<file path="src/hw/pwr_mode_pkg.sv">
// Package: constants, states and carriers for the reader power mode controller
package pwr_mode_pkg;
    // ------------------------------------------------------------
    // Timing
    // ------------------------------------------------------------
    localparam int CLK_HZ = 100_000_000;
    localparam int CLKOUT_NORMAL_HZ = 5_000_000;
    localparam int CLKOUT_LOW_HZ = 60_000;
    // Half periods of the clock output, rounded down
    localparam int HALF_NORMAL = CLK_HZ / (2 * CLKOUT_NORMAL_HZ);
    localparam int HALF_LOW = CLK_HZ / (2 * CLKOUT_LOW_HZ);
    localparam int WAKE_WINDOW_US = 200;
    localparam int WAKE_WINDOW_CYC = WAKE_WINDOW_US * (CLK_HZ / 1_000_000);
    localparam int OSC_SETTLE_US = 100;
    localparam int OSC_SETTLE_CYC = OSC_SETTLE_US * (CLK_HZ / 1_000_000);
    localparam int CNT_W = 16;
    localparam int DIV_W = 10;
    // ------------------------------------------------------------
    // Host FIFO
    // ------------------------------------------------------------
    localparam int FIFO_DEPTH = 24;
    localparam int DATA_W = 8;
    localparam int PTR_W = 5;
    // ------------------------------------------------------------
    // Configuration preset
    // ------------------------------------------------------------
    localparam logic [7:0] CFG_PRESET = 8'h00;

    typedef enum logic [2:0] {
        ST_DOWN, ST_SETTLE, ST_NORMAL, ST_STANDBY, ST_WAKE_SETTLE, ST_WAKE
    } pwr_state_t;

    // Analog enables driven to the front end
    typedef struct packed {
        logic reg_on;
        logic reg_low_power;
        logic ref_on;
        logic xosc_on;
        logic xosc_low_power;
        logic rfosc_on;
        logic pll_on;
        logic tx_on;
        logic rx_on;
        logic vdd_d_low_power;
    } pwr_enables_t;

    // Host side configuration bits
    typedef struct packed {
        logic standby_req;
        logic field_enable_bit;
        logic direct_mode;
        logic clock_out_drain_select;
        logic [7:0] cfg;
    } host_cfg_t;

    typedef struct packed {
        logic valid;
        logic [DATA_W-1:0] data;
    } byte_t;
endpackage

</file>
<file path="src/hw/reader_power_mode_control.sv">
// Reader power mode controller with clock output and shared host FIFO
`timescale 1ns/1ps
module reader_power_mode_control
    import pwr_mode_pkg::*;
(
    input wire logic i_clk_sys,
    input wire logic i_reset,
    input wire logic i_enable_pin,
    input wire logic i_wake_mode_pin,
    input wire logic i_wake_strap,
    input wire logic i_serial_strap,
    input wire host_cfg_t i_host_cfg,
    input wire logic i_cfg_wr,
    input wire byte_t i_host_byte,
    input wire logic i_host_is_tx,
    input wire logic i_proto_take,
    input wire byte_t i_rx_byte,
    input wire logic i_host_take,
    output logic o_system_clock_output,
    output logic o_clkout_oe,
    output pwr_enables_t o_enables,
    output logic o_ready,
    output logic o_field_on,
    output logic o_direct_mode,
    output logic o_serial_mode,
    output logic [7:0] o_cfg,
    output byte_t o_fifo_out,
    output logic o_fifo_full,
    output logic o_fifo_empty,
    output logic o_host_irq
);
    // ------------------------------------------------------------
    // State
    // ------------------------------------------------------------
    typedef struct packed {
        pwr_state_t st;
        logic [CNT_W-1:0] cnt;
        logic [DIV_W-1:0] div;
        logic clk_lvl;
        logic wake_prev;
        logic [3:0] cfg_bits;
        logic [7:0] cfg;
        logic [PTR_W-1:0] wp;
        logic [PTR_W-1:0] rp;
        logic [PTR_W:0] fill;
        logic clk_out;
        logic clk_oe;
        pwr_enables_t en;
        logic ready;
        byte_t out;
        logic irq;
        logic serial;
        logic full;
        logic empty;
    } state_t;

    state_t s_r, s_nxt;
    logic [DATA_W-1:0] mem_r [FIFO_DEPTH];
    logic push, pop;
    logic [DIV_W-1:0] half;
    logic clk_run, in_normal, src_host;

    // FIFO shared by both directions; host writes TX bytes, protocol writes RX bytes
    // Direct mode keeps host bytes out without letting RX bytes in on the TX side
    assign src_host = i_host_is_tx;
    assign push = (src_host ? i_host_byte.valid && !s_r.cfg_bits[1]
        : i_rx_byte.valid) && s_r.fill != 6'(FIFO_DEPTH) && in_normal;
    assign pop = (i_host_is_tx ? i_proto_take : i_host_take) && s_r.fill != '0;
    assign in_normal = s_r.st == ST_NORMAL;

    always_ff @(posedge i_clk_sys) begin
        if (push) begin
            mem_r[s_r.wp] <= src_host ? i_host_byte.data : i_rx_byte.data;
        end
    end

    // Next state logic
    always_comb begin
        s_nxt = s_r;
        s_nxt.wake_prev = i_wake_mode_pin;
        if (s_r.cnt != '0) begin
            s_nxt.cnt = s_r.cnt - 1'b1;
        end
        // Configuration writes, kept in every mode except power down
        if (i_cfg_wr && s_r.st != ST_DOWN) begin
            s_nxt.cfg_bits = {i_host_cfg.standby_req, i_host_cfg.field_enable_bit,
                              i_host_cfg.direct_mode, i_host_cfg.clock_out_drain_select};
            s_nxt.cfg = i_host_cfg.cfg;
        end
        case (s_r.st)
            ST_DOWN: begin
                s_nxt.cfg_bits = '0;
                s_nxt.cfg = CFG_PRESET;
                if (i_enable_pin) begin
                    s_nxt.st = ST_SETTLE;
                    s_nxt.cnt = CNT_W'(OSC_SETTLE_CYC);
                end else if (s_r.wake_prev && !i_wake_mode_pin) begin
                    s_nxt.st = ST_WAKE_SETTLE;
                    s_nxt.cnt = CNT_W'(OSC_SETTLE_CYC);
                end
            end
            ST_SETTLE: begin
                if (!i_enable_pin) begin
                    s_nxt.st = ST_DOWN;
                end else if (s_r.cnt == '0) begin
                    s_nxt.st = ST_NORMAL;
                end
            end
            ST_NORMAL: begin
                if (!i_enable_pin) begin
                    s_nxt.st = ST_DOWN;
                end else if (s_r.cfg_bits[3]) begin
                    s_nxt.st = ST_STANDBY;
                end
            end
            ST_STANDBY: begin
                if (!i_enable_pin) begin
                    s_nxt.st = ST_DOWN;
                end else if (!s_r.cfg_bits[3]) begin
                    s_nxt.st = ST_NORMAL;
                end
            end
            ST_WAKE_SETTLE: begin
                if (i_enable_pin) begin
                    s_nxt.st = ST_SETTLE;
                end else if (s_r.cnt == '0) begin
                    s_nxt.st = ST_WAKE;
                    s_nxt.cnt = CNT_W'(WAKE_WINDOW_CYC);
                end
            end
            ST_WAKE: begin
                if (i_enable_pin) begin
                    s_nxt.st = ST_NORMAL;
                end else if (s_r.cnt == '0) begin
                    s_nxt.st = ST_DOWN;
                end
            end
            default: s_nxt.st = ST_DOWN;
        endcase
        if (!i_enable_pin && s_nxt.st != ST_WAKE_SETTLE && s_nxt.st != ST_WAKE) begin
            s_nxt.st = ST_DOWN;
        end
        // Analog enables per mode
        s_nxt.en = '0;
        case (s_nxt.st)
            ST_SETTLE, ST_NORMAL, ST_WAKE_SETTLE, ST_WAKE: begin
                s_nxt.en.reg_on = 1'b1;
                s_nxt.en.ref_on = 1'b1;
                s_nxt.en.xosc_on = 1'b1;
                s_nxt.en.rfosc_on = 1'b1;
                s_nxt.en.pll_on = 1'b1;
                s_nxt.en.tx_on = s_nxt.st == ST_NORMAL && s_nxt.cfg_bits[2];
                s_nxt.en.rx_on = s_nxt.st == ST_NORMAL && s_nxt.cfg_bits[2];
            end
            ST_STANDBY: begin
                s_nxt.en.reg_on = 1'b1;
                s_nxt.en.reg_low_power = 1'b1;
                s_nxt.en.ref_on = 1'b1;
                s_nxt.en.xosc_on = 1'b1;
                s_nxt.en.xosc_low_power = 1'b1;
            end
            default: begin
                s_nxt.en.vdd_d_low_power = i_wake_strap;
            end
        endcase
        s_nxt.ready = s_nxt.st == ST_NORMAL;
        // Clock output divider
        // Follows the next state, so no edge leaks into a settling phase
        clk_run = s_nxt.st == ST_NORMAL || s_nxt.st == ST_STANDBY || s_nxt.st == ST_WAKE
            || (s_nxt.st == ST_DOWN && i_wake_strap);
        half = (s_nxt.st == ST_DOWN) ? DIV_W'(HALF_LOW) : DIV_W'(HALF_NORMAL);
        if (!clk_run) begin
            s_nxt.div = '0;
            s_nxt.clk_lvl = 1'b0;
        end else if (s_r.div >= half - 1'b1) begin
            s_nxt.div = '0;
            s_nxt.clk_lvl = ~s_r.clk_lvl;
        end else begin
            s_nxt.div = s_r.div + 1'b1;
        end
        // Open drain: drive only low, release for high
        if (s_r.cfg_bits[0]) begin
            s_nxt.clk_out = 1'b0;
            s_nxt.clk_oe = ~s_nxt.clk_lvl;
        end else begin
            s_nxt.clk_out = s_nxt.clk_lvl;
            s_nxt.clk_oe = 1'b1;
        end
        // FIFO pointers
        if (push) begin
            s_nxt.wp = (s_r.wp == PTR_W'(FIFO_DEPTH - 1)) ? '0 : s_r.wp + 1'b1;
        end
        if (pop) begin
            s_nxt.rp = (s_r.rp == PTR_W'(FIFO_DEPTH - 1)) ? '0 : s_r.rp + 1'b1;
        end
        s_nxt.fill = s_r.fill + {5'b0, push} - {5'b0, pop};
        s_nxt.out.valid = pop;
        s_nxt.out.data = pop ? mem_r[s_r.rp] : s_r.out.data;
        s_nxt.irq = !i_host_is_tx && s_nxt.fill != '0;
        if (s_nxt.st == ST_DOWN) begin
            s_nxt.wp = '0;
            s_nxt.rp = '0;
            s_nxt.fill = '0;
            s_nxt.irq = 1'b0;
        end
        // Flags and strap registered for the outputs
        s_nxt.full = s_nxt.fill == 6'(FIFO_DEPTH);
        s_nxt.empty = s_nxt.fill == '0;
        s_nxt.serial = i_serial_strap;
    end

    // State register
    always_ff @(posedge i_clk_sys) begin
        if (i_reset) begin
            s_r <= '{st: ST_DOWN, cfg: CFG_PRESET, wake_prev: 1'b1, empty: 1'b1, default: '0};
        end else begin
            s_r <= s_nxt;
        end
    end

    // Outputs straight from flip-flops
    assign o_system_clock_output = s_r.clk_out;
    assign o_clkout_oe = s_r.clk_oe;
    assign o_enables = s_r.en;
    assign o_ready = s_r.ready;
    assign o_field_on = s_r.cfg_bits[2];
    assign o_direct_mode = s_r.cfg_bits[1];
    assign o_serial_mode = s_r.serial;
    assign o_cfg = s_r.cfg;
    assign o_fifo_out = s_r.out;
    assign o_fifo_full = s_r.full;
    assign o_fifo_empty = s_r.empty;
    assign o_host_irq = s_r.irq;

    // ------------------------------------------------------------
    // Checks
    // ------------------------------------------------------------
    AST_DOWN_DISABLED: assert property (@(posedge i_clk_sys) disable iff (i_reset)
        s_r.st == ST_DOWN |-> !s_r.en.pll_on && !s_r.en.reg_on && !s_r.ready)
        else $error("functions on in power down");
    AST_ENABLE_WAKES: assert property (@(posedge i_clk_sys) disable iff (i_reset)
        s_r.st == ST_DOWN && i_enable_pin |=> s_r.en.xosc_on && s_r.en.pll_on)
        else $error("enable did not start supplies");
    AST_CLK_AFTER_SETTLE: assert property (@(posedge i_clk_sys) disable iff (i_reset)
        (s_r.st == ST_SETTLE || s_r.st == ST_WAKE_SETTLE) |-> !s_r.ready && !s_r.clk_lvl)
        else $error("clock before settle");
    AST_STANDBY_OFF: assert property (@(posedge i_clk_sys) disable iff (i_reset)
        s_r.st == ST_STANDBY |-> !s_r.en.pll_on && !s_r.en.tx_on && s_r.en.xosc_low_power)
        else $error("standby enables wrong");
    AST_CFG_KEPT: assert property (@(posedge i_clk_sys) disable iff (i_reset)
        s_r.st == ST_STANDBY && !i_cfg_wr ##1 s_r.st == ST_NORMAL |-> $stable(s_r.cfg))
        else $error("config lost over standby");
    AST_LOW_CLK: assert property (@(posedge i_clk_sys) disable iff (i_reset)
        s_r.st == ST_DOWN && i_wake_strap && s_r.div == '0 && $past(s_r.st) == ST_DOWN
        && $past(s_r.div) != '0 |-> s_r.clk_lvl != $past(s_r.clk_lvl))
        else $error("low clock divider wrong");
    AST_WAKE_END: assert property (@(posedge i_clk_sys) disable iff (i_reset)
        s_r.st == ST_WAKE && s_r.cnt == '0 && !i_enable_pin |=> s_r.st == ST_DOWN)
        else $error("wake window not closed");
    AST_FORCE_DOWN: assert property (@(posedge i_clk_sys) disable iff (i_reset)
        (s_r.st == ST_NORMAL || s_r.st == ST_STANDBY) && !i_enable_pin |=> s_r.st == ST_DOWN)
        else $error("enable low ignored");
    AST_FIFO_BOUND: assert property (@(posedge i_clk_sys) disable iff (i_reset)
        s_r.fill <= 6'(FIFO_DEPTH))
        else $error("fifo overflow");
    AST_OPEN_DRAIN: assert property (@(posedge i_clk_sys) disable iff (i_reset)
        $past(s_r.cfg_bits[0]) |-> !s_r.clk_out)
        else $error("open drain drove high");
endmodule // reader_power_mode_control

</file>
<file path="config.mk">
export PLATFORM = sky130hd
export DESIGN_NAME = reader_power_mode_control
export DESIGN_NICKNAME = d
export VERILOG_FILES = /design/src/hw/pwr_mode_pkg.sv /design/src/hw/reader_power_mode_control.sv
export SDC_FILE = /design/constraint.sdc
export NUM_CORES = 1
export LEC_CHECK = 0
export BUFFER_PORTS_ARGS = -buffer_cell sky130_fd_sc_hd__buf_2
export CAP_MARGIN = 15
export CORE_MARGIN = 2
export CORE_UTILIZATION = 30
export CTS_BUF_LIST = sky130_fd_sc_hd__clkbuf_16
export DETAILED_ROUTE_END_ITERATION = 8
export PLACE_DENSITY_LB_ADDON = 0.05
export SYNTH_ARGS = -nofsm -noshare
export SYNTH_HDL_FRONTEND = slang
export SYNTH_SLANG_ARGS = --single-unit
</file>
<file path="constraint.sdc">
create_clock -name i_clk_sys -period 12.1 [get_ports i_clk_sys]
set_clock_uncertainty 0.15 [all_clocks]
set_input_delay 3.63 -clock i_clk_sys [delete_from_list [all_inputs] [get_ports i_clk_sys]]
set_output_delay 3.63 -clock i_clk_sys [all_outputs]
set_load 0.005 [all_outputs]
</file>
# [After elaboration in Yosys (flattened, before gate mapping)]
# Memory sizes are Yosys's and may differ from the RTL's. A register that Yosys moved wholly into a read port is not among the register bits.
# Index checks and enable logic that the tools add are counted.
[word_totals] memories=1 register_bits=75 ram_bits=192 input_bits=40
[op_classes] order_cmp=1 bitwise=4 n_mux=35 n_eq_ne=16 add_sub_neg=7 reduce_logical=34
[mem_list] name="mem_r" words=24 width=8 read_ports=1 rd_ports_with_merged_regs=1 write_ports=1 line_no="reader_power_mode_control.sv:58" rtl="logic [DATA_W-1:0] mem_r [FIFO_DEPTH];"
[ops] op="19-bit 2-to-1 mux" count=3
[ops] op="16-bit 2-to-1 mux" count=2
[ops] op="16-bit one-hot mux with 2 select lines" count=1
[ops] op="3-bit 2-to-1 mux" count=10
[ops] op="11-bit 2-to-1 mux" count=2
[ops] op="3-bit one-hot mux with 6 select lines" count=1
[ops] op="16-bit zero test" count=1
[ops] op="16-bit nonzero test" count=1
[ops] op="16-bit by 1-bit subtractor with 16-bit output (second input constant)" count=1
[ops] op="3-bit by 2-bit equality test with 1-bit output (second input constant)" count=4
[ops] op="3-bit equality test (second input constant)" count=4
[ops] op="6-bit nonzero test" count=2
[ops] op="1-bit logical AND" count=11
[ops] op="10-bit by 1-bit adder with 10-bit output (second input constant)" count=1
[ops] op="5-bit by 1-bit adder with 5-bit output (second input constant)" count=2
[ops] op="5-bit equality test (second input constant)" count=2
[ops] op="10-bit greater-or-equal comparator" count=1
[ops] op="10-bit 2-to-1 mux" count=1
[ops] op="5-bit 2-to-1 mux" count=2
[ops] op="10-bit by 1-bit subtractor with 10-bit output (second input constant)" count=1
[ops] op="1-bit 2-to-1 mux" count=9
[ops] op="8-bit 2-to-1 mux" count=1
[ops] op="2-bit OR reduction" count=4
[ops] op="6-bit by 1-bit adder with 6-bit output" count=1
[ops] op="18 further kinds" count=29

# [Logic depth before layout (Yosys ltp)]
[logic_depth] ltp_word=17 mapped_depth=16 mapped_depth_nobuf=15

# [Worst setup path before layout]
# Ideal clock, no wire load.
[synth_timing] path_kind="input to register" startpoint="input port i_host_is_tx" endpoint="register s_r (netlist bit o_host_irq)" stages=15 setup_slack_ps=5412 t_required_ps=11813 arrival_ps=6401 path_buffers=2 setup_ps=137 path_cell_list="clkbuf_1 > mux2i_1 > a311oi_1 > clkbuf_1 > inv_1 > ha_1 > inv_1 > ha_1 > fa_1 > a21oi_1 > nor2_1 > nor2_1 > xor2_1 > nand4_1 > nor3b_1"
[synth_between] elab_chain_cells=7 elab_cells_between_ends=10 classes_between="add/sub: 2; mux: 2; reduce/logical: 6"
[synth_rtl] element="start: declaration" line_no="reader_power_mode_control.sv:15" rtl="input wire logic i_host_is_tx,"
[synth_rtl] element="1-bit 2-to-1 mux" line_no="reader_power_mode_control.sv:66" rtl="assign push = (src_host ? i_host_byte.valid && !s_r.cfg_bits[1]"
[synth_rtl] element="1-bit logical AND (2 in series)" line_no="reader_power_mode_control.sv:67" rtl=": i_rx_byte.valid) && s_r.fill != 6'(FIFO_DEPTH) && in_normal;"
[synth_rtl] element="6-bit by 1-bit adder with 6-bit output" line_no="reader_power_mode_control.sv:196" rtl="s_nxt.fill = s_r.fill + {5'b0, push} - {5'b0, pop};"
[synth_rtl] element="6-bit by 1-bit subtractor with 6-bit output" line_no="reader_power_mode_control.sv:196"
[synth_rtl] element="6-bit nonzero test" line_no="reader_power_mode_control.sv:199" rtl="s_nxt.irq = !i_host_is_tx && s_nxt.fill != '0;"
[synth_rtl] element="1-bit logical AND (*)" line_no="reader_power_mode_control.sv:199"
[synth_rtl] element="end signal: assignment" line_no="reader_power_mode_control.sv:217" rtl="s_r <= s_nxt;"
[synth_rtl] element="end: declaration" line_no="reader_power_mode_control.sv:57" rtl="state_t s_r, s_nxt;"
# Mark *: on every way between the ends. The rest lies on a longest branch, timed or not.
# A chain may end at the register's enable or synchronous reset.

# [Final worst setup path]
# Same ends and word-level chain as after synthesis.

==> Flow_metrics.wiki <==
{| class="wikitable"
! Metric !! Value
|-
| Per-cell routed wire length || around 20 microns
|-
| Cell area after layout || roughly 13000 sq um
|-
| Number of unique standard cell types used by synthesis || 62
|-
| Proportion of layout cells with a drive suffix above 1 || 0.259
|-
| Hold/Removal Path Class || flip-flop to flip-flop
|-
| Clk root buf || sky130_fd_sc_hd__clkbuf_16
|-
| Via count of the first global-routing pass || 6996
|-
| Number of maximum-capacitance violations || 0
|-
| RSZ-0062 raised after global routing || no
|-
| Width of the die || 201 microns
|-
| Bufs and invs on worst path || 3
|-
| Router iterations before antenna repair || 4
|-
| Setup Fix Bufs, Post-CTS || 0
|-
| Tcrit/Tclk final || 0.526
|-
| First-iteration detailed-routing DRC count || 369
|-
| Relative area change from synthesis to final layout || 14.5%
|-
| Total vias in the final route || 6688
|-
| Post-synthesis average cell area || 14.5 sq um
|-
| Post-detail-place hpwl || 18300 microns
|-
| Type of destination of the critical path || flip-flop
|-
| CP delay by family, top || adder cells
|-
| Crit Path Class || primary input to flip-flop
|-
| Pin slew with the least headroom to its limit || 1.00 ns
|-
| Final setup TNS || 0 ns
|-
| Final hold violations || 0
|-
| Source-to-sink clock delay at the later pin of the worst-skew pair || roughly 0.53 ns
|-
| Clock transition at the register clock pins on the worst setup and hold paths after CTS || 0.06 ns
|-
| Fill count || 3736
|-
| Overall die area || 40300 sq um
|-
| Number of rows in the core area || 72
|-
| Total instance count after detailed placement || around 1300
|-
| Shortest clock period the worst path allows after layout || 6.37 ns
|-
| Sink count of the clock tree || 272
|-
| Mux contribution to synthesized area || 0.129
|-
| First-pass GRT wire length || approximately 43000 microns
|-
| Util after Layout || 0.346
|-
| Share of synthesized cell area in full adder, half adder and majority cells || 0.0276
|-
| Post-CTS sizing || 0
|-
| H-tree Lvls || 2
|-
| Routed wire length || 28100 microns
|-
| Result of the run || finished, final reports clean
|-
| Cell-by-cell listing of the critical path || buf_2 -> mux2i_1 -> a31o_2 -> inv_1 -> ha_1 -> inv_1 -> ha_1 -> fa_1 -> a21oi_1 -> nor2_1 -> nor2_1 -> xor2_1 -> nand4_1 -> nor3b_1
|-
| Maximum number of pins on one net before global-route repair || 45
|-
| Cell taking the most area after synthesis || sky130_fd_sc_hd__edfxtp_1
|-
| Largest fanout on the critical path || 21
|-
| Final non-filler cell total || 1395
|-
| CTS tree || built
|-
| Critical path's largest stage delay || roughly 0.4 ns
|-
| Vertical die dimension || 201 microns
|-
| Post-layout net count || 919
|-
| Simple-gate share of the synthesized area || 0.0950
|-
| Fmax || 157 MHz
|-
| Synth top cells by count || sky130_fd_sc_hd__edfxtp_1, sky130_fd_sc_hd__nor2_1, sky130_fd_sc_hd__dfxtp_1
|-
| Power Density || around 180 nW/um^2
|-
| VDD IR-drop max || 0.0000997 V
|-
| Grt ovf || 0
|-
| Startpoint Class || primary input
|-
| Endpoints failing setup || 0
|-
| Nets in the synthesized netlist || 869
|-
| Leading post-synthesis cells by cell area || sky130_fd_sc_hd__edfxtp_1, sky130_fd_sc_hd__dfxtp_1, sky130_fd_sc_hd__mux4_2
|-
| Post-synth ARST share || 0
|-
| Post-DP Area || 12300 sq um
|-
| Worst slew margin relative to its limit || 0.329
|-
| Core region area || 38500 sq um
|-
| Synth Area in Compound Gates || 0.0509
|-
| Clock Tree Buf Depth || 3
|-
| Number of hold buffers added after CTS || 0
|-
| Xor/xnor share of the synthesized area || 0.0204
|-
| Top-area cell type share of the netlist area || 0.496
|-
| Reported leakage power || between 4 and 5 nW
|-
| Count of boundary I/O pins || 76
|-
| Dominant cell by count in the synthesized netlist || sky130_fd_sc_hd__edfxtp_1
|-
| Average vias per placed instance || 4.79
|-
| Initial core utilization || 0.302
|-
| Sequential share of the synthesized area || 0.634
|-
| Cts bufs inserted || 34
|-
| Final Max Slew Viols || 0
|-
| Slack of the critical path || approximately 5.7 ns
|-
| Synthesis-stage register bit count || 272
|-
| Required time at the endpoint of the critical path || 12.32 ns
|-
| Count of unresolved DRC violations after routing || 0
|-
| Number of flops mapped to enable cells by yosys || 192
|-
| Residual antenna-violating net count after detailed routing || 0
|-
| Last weighted congestion value of the routability-driven placer || about 0.80
|-
| Slowest-stage cell, CP || sky130_fd_sc_hd__fa_1
|-
| Arrival time of data at the critical path endpoint || ~6.6 ns
|-
| Dominant register cell in the synthesized netlist || sky130_fd_sc_hd__edfxtp_1
|-
| Cell area after synthesis || 11600 sq um
|-
| Number of buffer cells added on primary ports || 75
|-
| Count of mapped cells out of synthesis || 804
|-
| Main combinational cell family by area after synthesis || multiplexers
|-
| Number of antenna violations at the first check in global routing || 0
|-
| Worst setup slack before clock tree synthesis || 5.19 ns
|-
| YS warnings || 0
|-
| GR Util All Layers || 0.143
|}
[cell usage in the layout (no fill, tap or decap), types with 3 or more instances in the layout]
| cell type | Yosys | routed |
|---|---|---|
| sky130_fd_sc_hd__o21ai_0 | 17 | 17 |
| sky130_fd_sc_hd__or3_1 | 5 | 5 |
| sky130_fd_sc_hd__inv_1 | 23 | 33 |
| sky130_fd_sc_hd__a21oi_1 | 38 | 38 |
| sky130_fd_sc_hd__nor3_2 | 10 | 10 |
| sky130_fd_sc_hd__nand2_1 | 27 | 27 |
| sky130_fd_sc_hd__clkinv_1 | 0 | 5 |
| sky130_fd_sc_hd__xor2_1 | 17 | 17 |
| sky130_fd_sc_hd__clkbuf_16 | 0 | 37 |
| sky130_fd_sc_hd__dfxtp_1 | 80 | 77 |
| sky130_fd_sc_hd__nand4_1 | 6 | 6 |
| sky130_fd_sc_hd__nand3_1 | 10 | 10 |
| sky130_fd_sc_hd__ha_1 | 24 | 24 |
| sky130_fd_sc_hd__nor2_1 | 85 | 85 |
| sky130_fd_sc_hd__mux2_2 | 17 | 17 |
| sky130_fd_sc_hd__mux2i_1 | 23 | 23 |
| sky130_fd_sc_hd__nor3b_1 | 3 | 3 |
| sky130_fd_sc_hd__edfxtp_1 | 192 | 192 |
| sky130_fd_sc_hd__or3b_2 | 3 | 3 |
| sky130_fd_sc_hd__mux4_2 | 48 | 48 |
| sky130_fd_sc_hd__xnor2_1 | 10 | 10 |
| sky130_fd_sc_hd__dfxtp_2 | 0 | 3 |
| sky130_fd_sc_hd__a211oi_1 | 20 | 20 |
| sky130_fd_sc_hd__clkinv_2 | 0 | 5 |
| sky130_fd_sc_hd__buf_2 | 10 | 75 |
| sky130_fd_sc_hd__nor2b_1 | 15 | 15 |
| sky130_fd_sc_hd__or2_2 | 5 | 5 |
| sky130_fd_sc_hd__nor3_1 | 12 | 12 |
| sky130_fd_sc_hd__buf_4 | 28 | 6 |
| sky130_fd_sc_hd__nor4_1 | 5 | 5 |
[worst register-to-register path: stages (launching register included)]
cell and delay, ns:
sky130_fd_sc_hd__dfxtp_1 0.35, sky130_fd_sc_hd__or4_1 0.73, sky130_fd_sc_hd__nor4_4 0.45, sky130_fd_sc_hd__inv_2 0.17
sky130_fd_sc_hd__nand3_1 0.15, sky130_fd_sc_hd__and4_1 0.22, sky130_fd_sc_hd__nand2_1 0.16, sky130_fd_sc_hd__ha_1 0.31
sky130_fd_sc_hd__or3_1 0.34, sky130_fd_sc_hd__a21oi_1 0.15, sky130_fd_sc_hd__a31oi_1 0.05, sky130_fd_sc_hd__a21o_1 0.39
sky130_fd_sc_hd__xnor2_1 0.36, sky130_fd_sc_hd__nor3_2 0.06
[through the flow]
stage | power, W | hold WS [ns]
finish | 0.00240 | 0.331
global route | 0.00253 | 0.370
CTS | 0.00244 | 0.342
detailed placement | 0.00150 | 0.330
global placement | 0.00149 | 0.313
floorplan | 0.00140 | 0.282
[area by class of cell]
| cell class | instances | area [sq um] | area share |
|---|---|---|---|
| Clock buffer | 37 | 926 | 0.0696 |
| Sequential cell | 272 | 7370 | 0.554 |
| Timing Repair Buffer | 81 | 420 | 0.0316 |
| Inverter | 25 | 93.8 | 0.00705 |
| Tap cell | 518 | 648 | 0.0487 |
| Antenna cell | 1 | 2.50 | 0.000188 |
| Multi-Input combinational cell | 440 | 3750 | 0.282 |
| Clock inverter | 21 | 88.8 | 0.00668 |
[final timing paths]
path / start / to / slack, ns / depth (start not counted)
worst min register to register: s_r[50]$_SDFFE_PP0P_ / o_system_clock_output$_SDFF_PP0_ / 0.33 / 1
worst min-delay path: s_r[50]$_SDFFE_PP0P_ / o_system_clock_output$_SDFF_PP0_ / 0.33 / 1
worst max-delay path: i_host_is_tx / o_host_irq$_SDFF_PP0_ / 5.73 / 14
worst max register to register: s_r[72]$_SDFF_PP0_ / o_system_clock_output$_SDFF_PP0_ / 7.92 / 13
[metal layers]
layer  routed length [microns]  track usage  share of wire
met1                     12100        0.181           0.43
met2                     13900        0.240           0.50
met3                      1310       0.0284          0.046
met4                       804       0.0566          0.029
met5                         0            0              0
[power by group]
group	internal (W)	switching, W	total (W)
registers	0.00104	0.0000296	0.00107
clock network	0.000545	0.000384	0.000929
logic	0.000160	0.000242	0.000402
total	0.00175	0.000655	0.00240
[cell families (layout without fill, tap and decap cells)]
| kind of cell | count (synthesis) | in the layout |
|---|---|---|
| adders and majority gates | 25 | 25 |
| DFF | 272 | 272 |
| buffers and inverters | 92 | 164 |
| AOI/OAI and AO/OA | 92 | 92 |
| muxes | 88 | 88 |
| xor gates and xnor gates | 27 | 27 |
| other | 0 | 1 |
| and+or+nand+nor | 208 | 208 |
[registers in the layout (all words and copies together), names as in the netlist]
signal	cells
mem_r	192
s_r	49
o_fifo_out	9
o_cfg	8
o_enables	5
o_clkout_oe	1
o_direct_mode	1
o_field_on	1
o_fifo_empty	1
o_fifo_full	1
o_host_irq	1
o_ready	1
o_serial_mode	1
o_system_clock_output	1
Power figures use the tool's default switching activity.
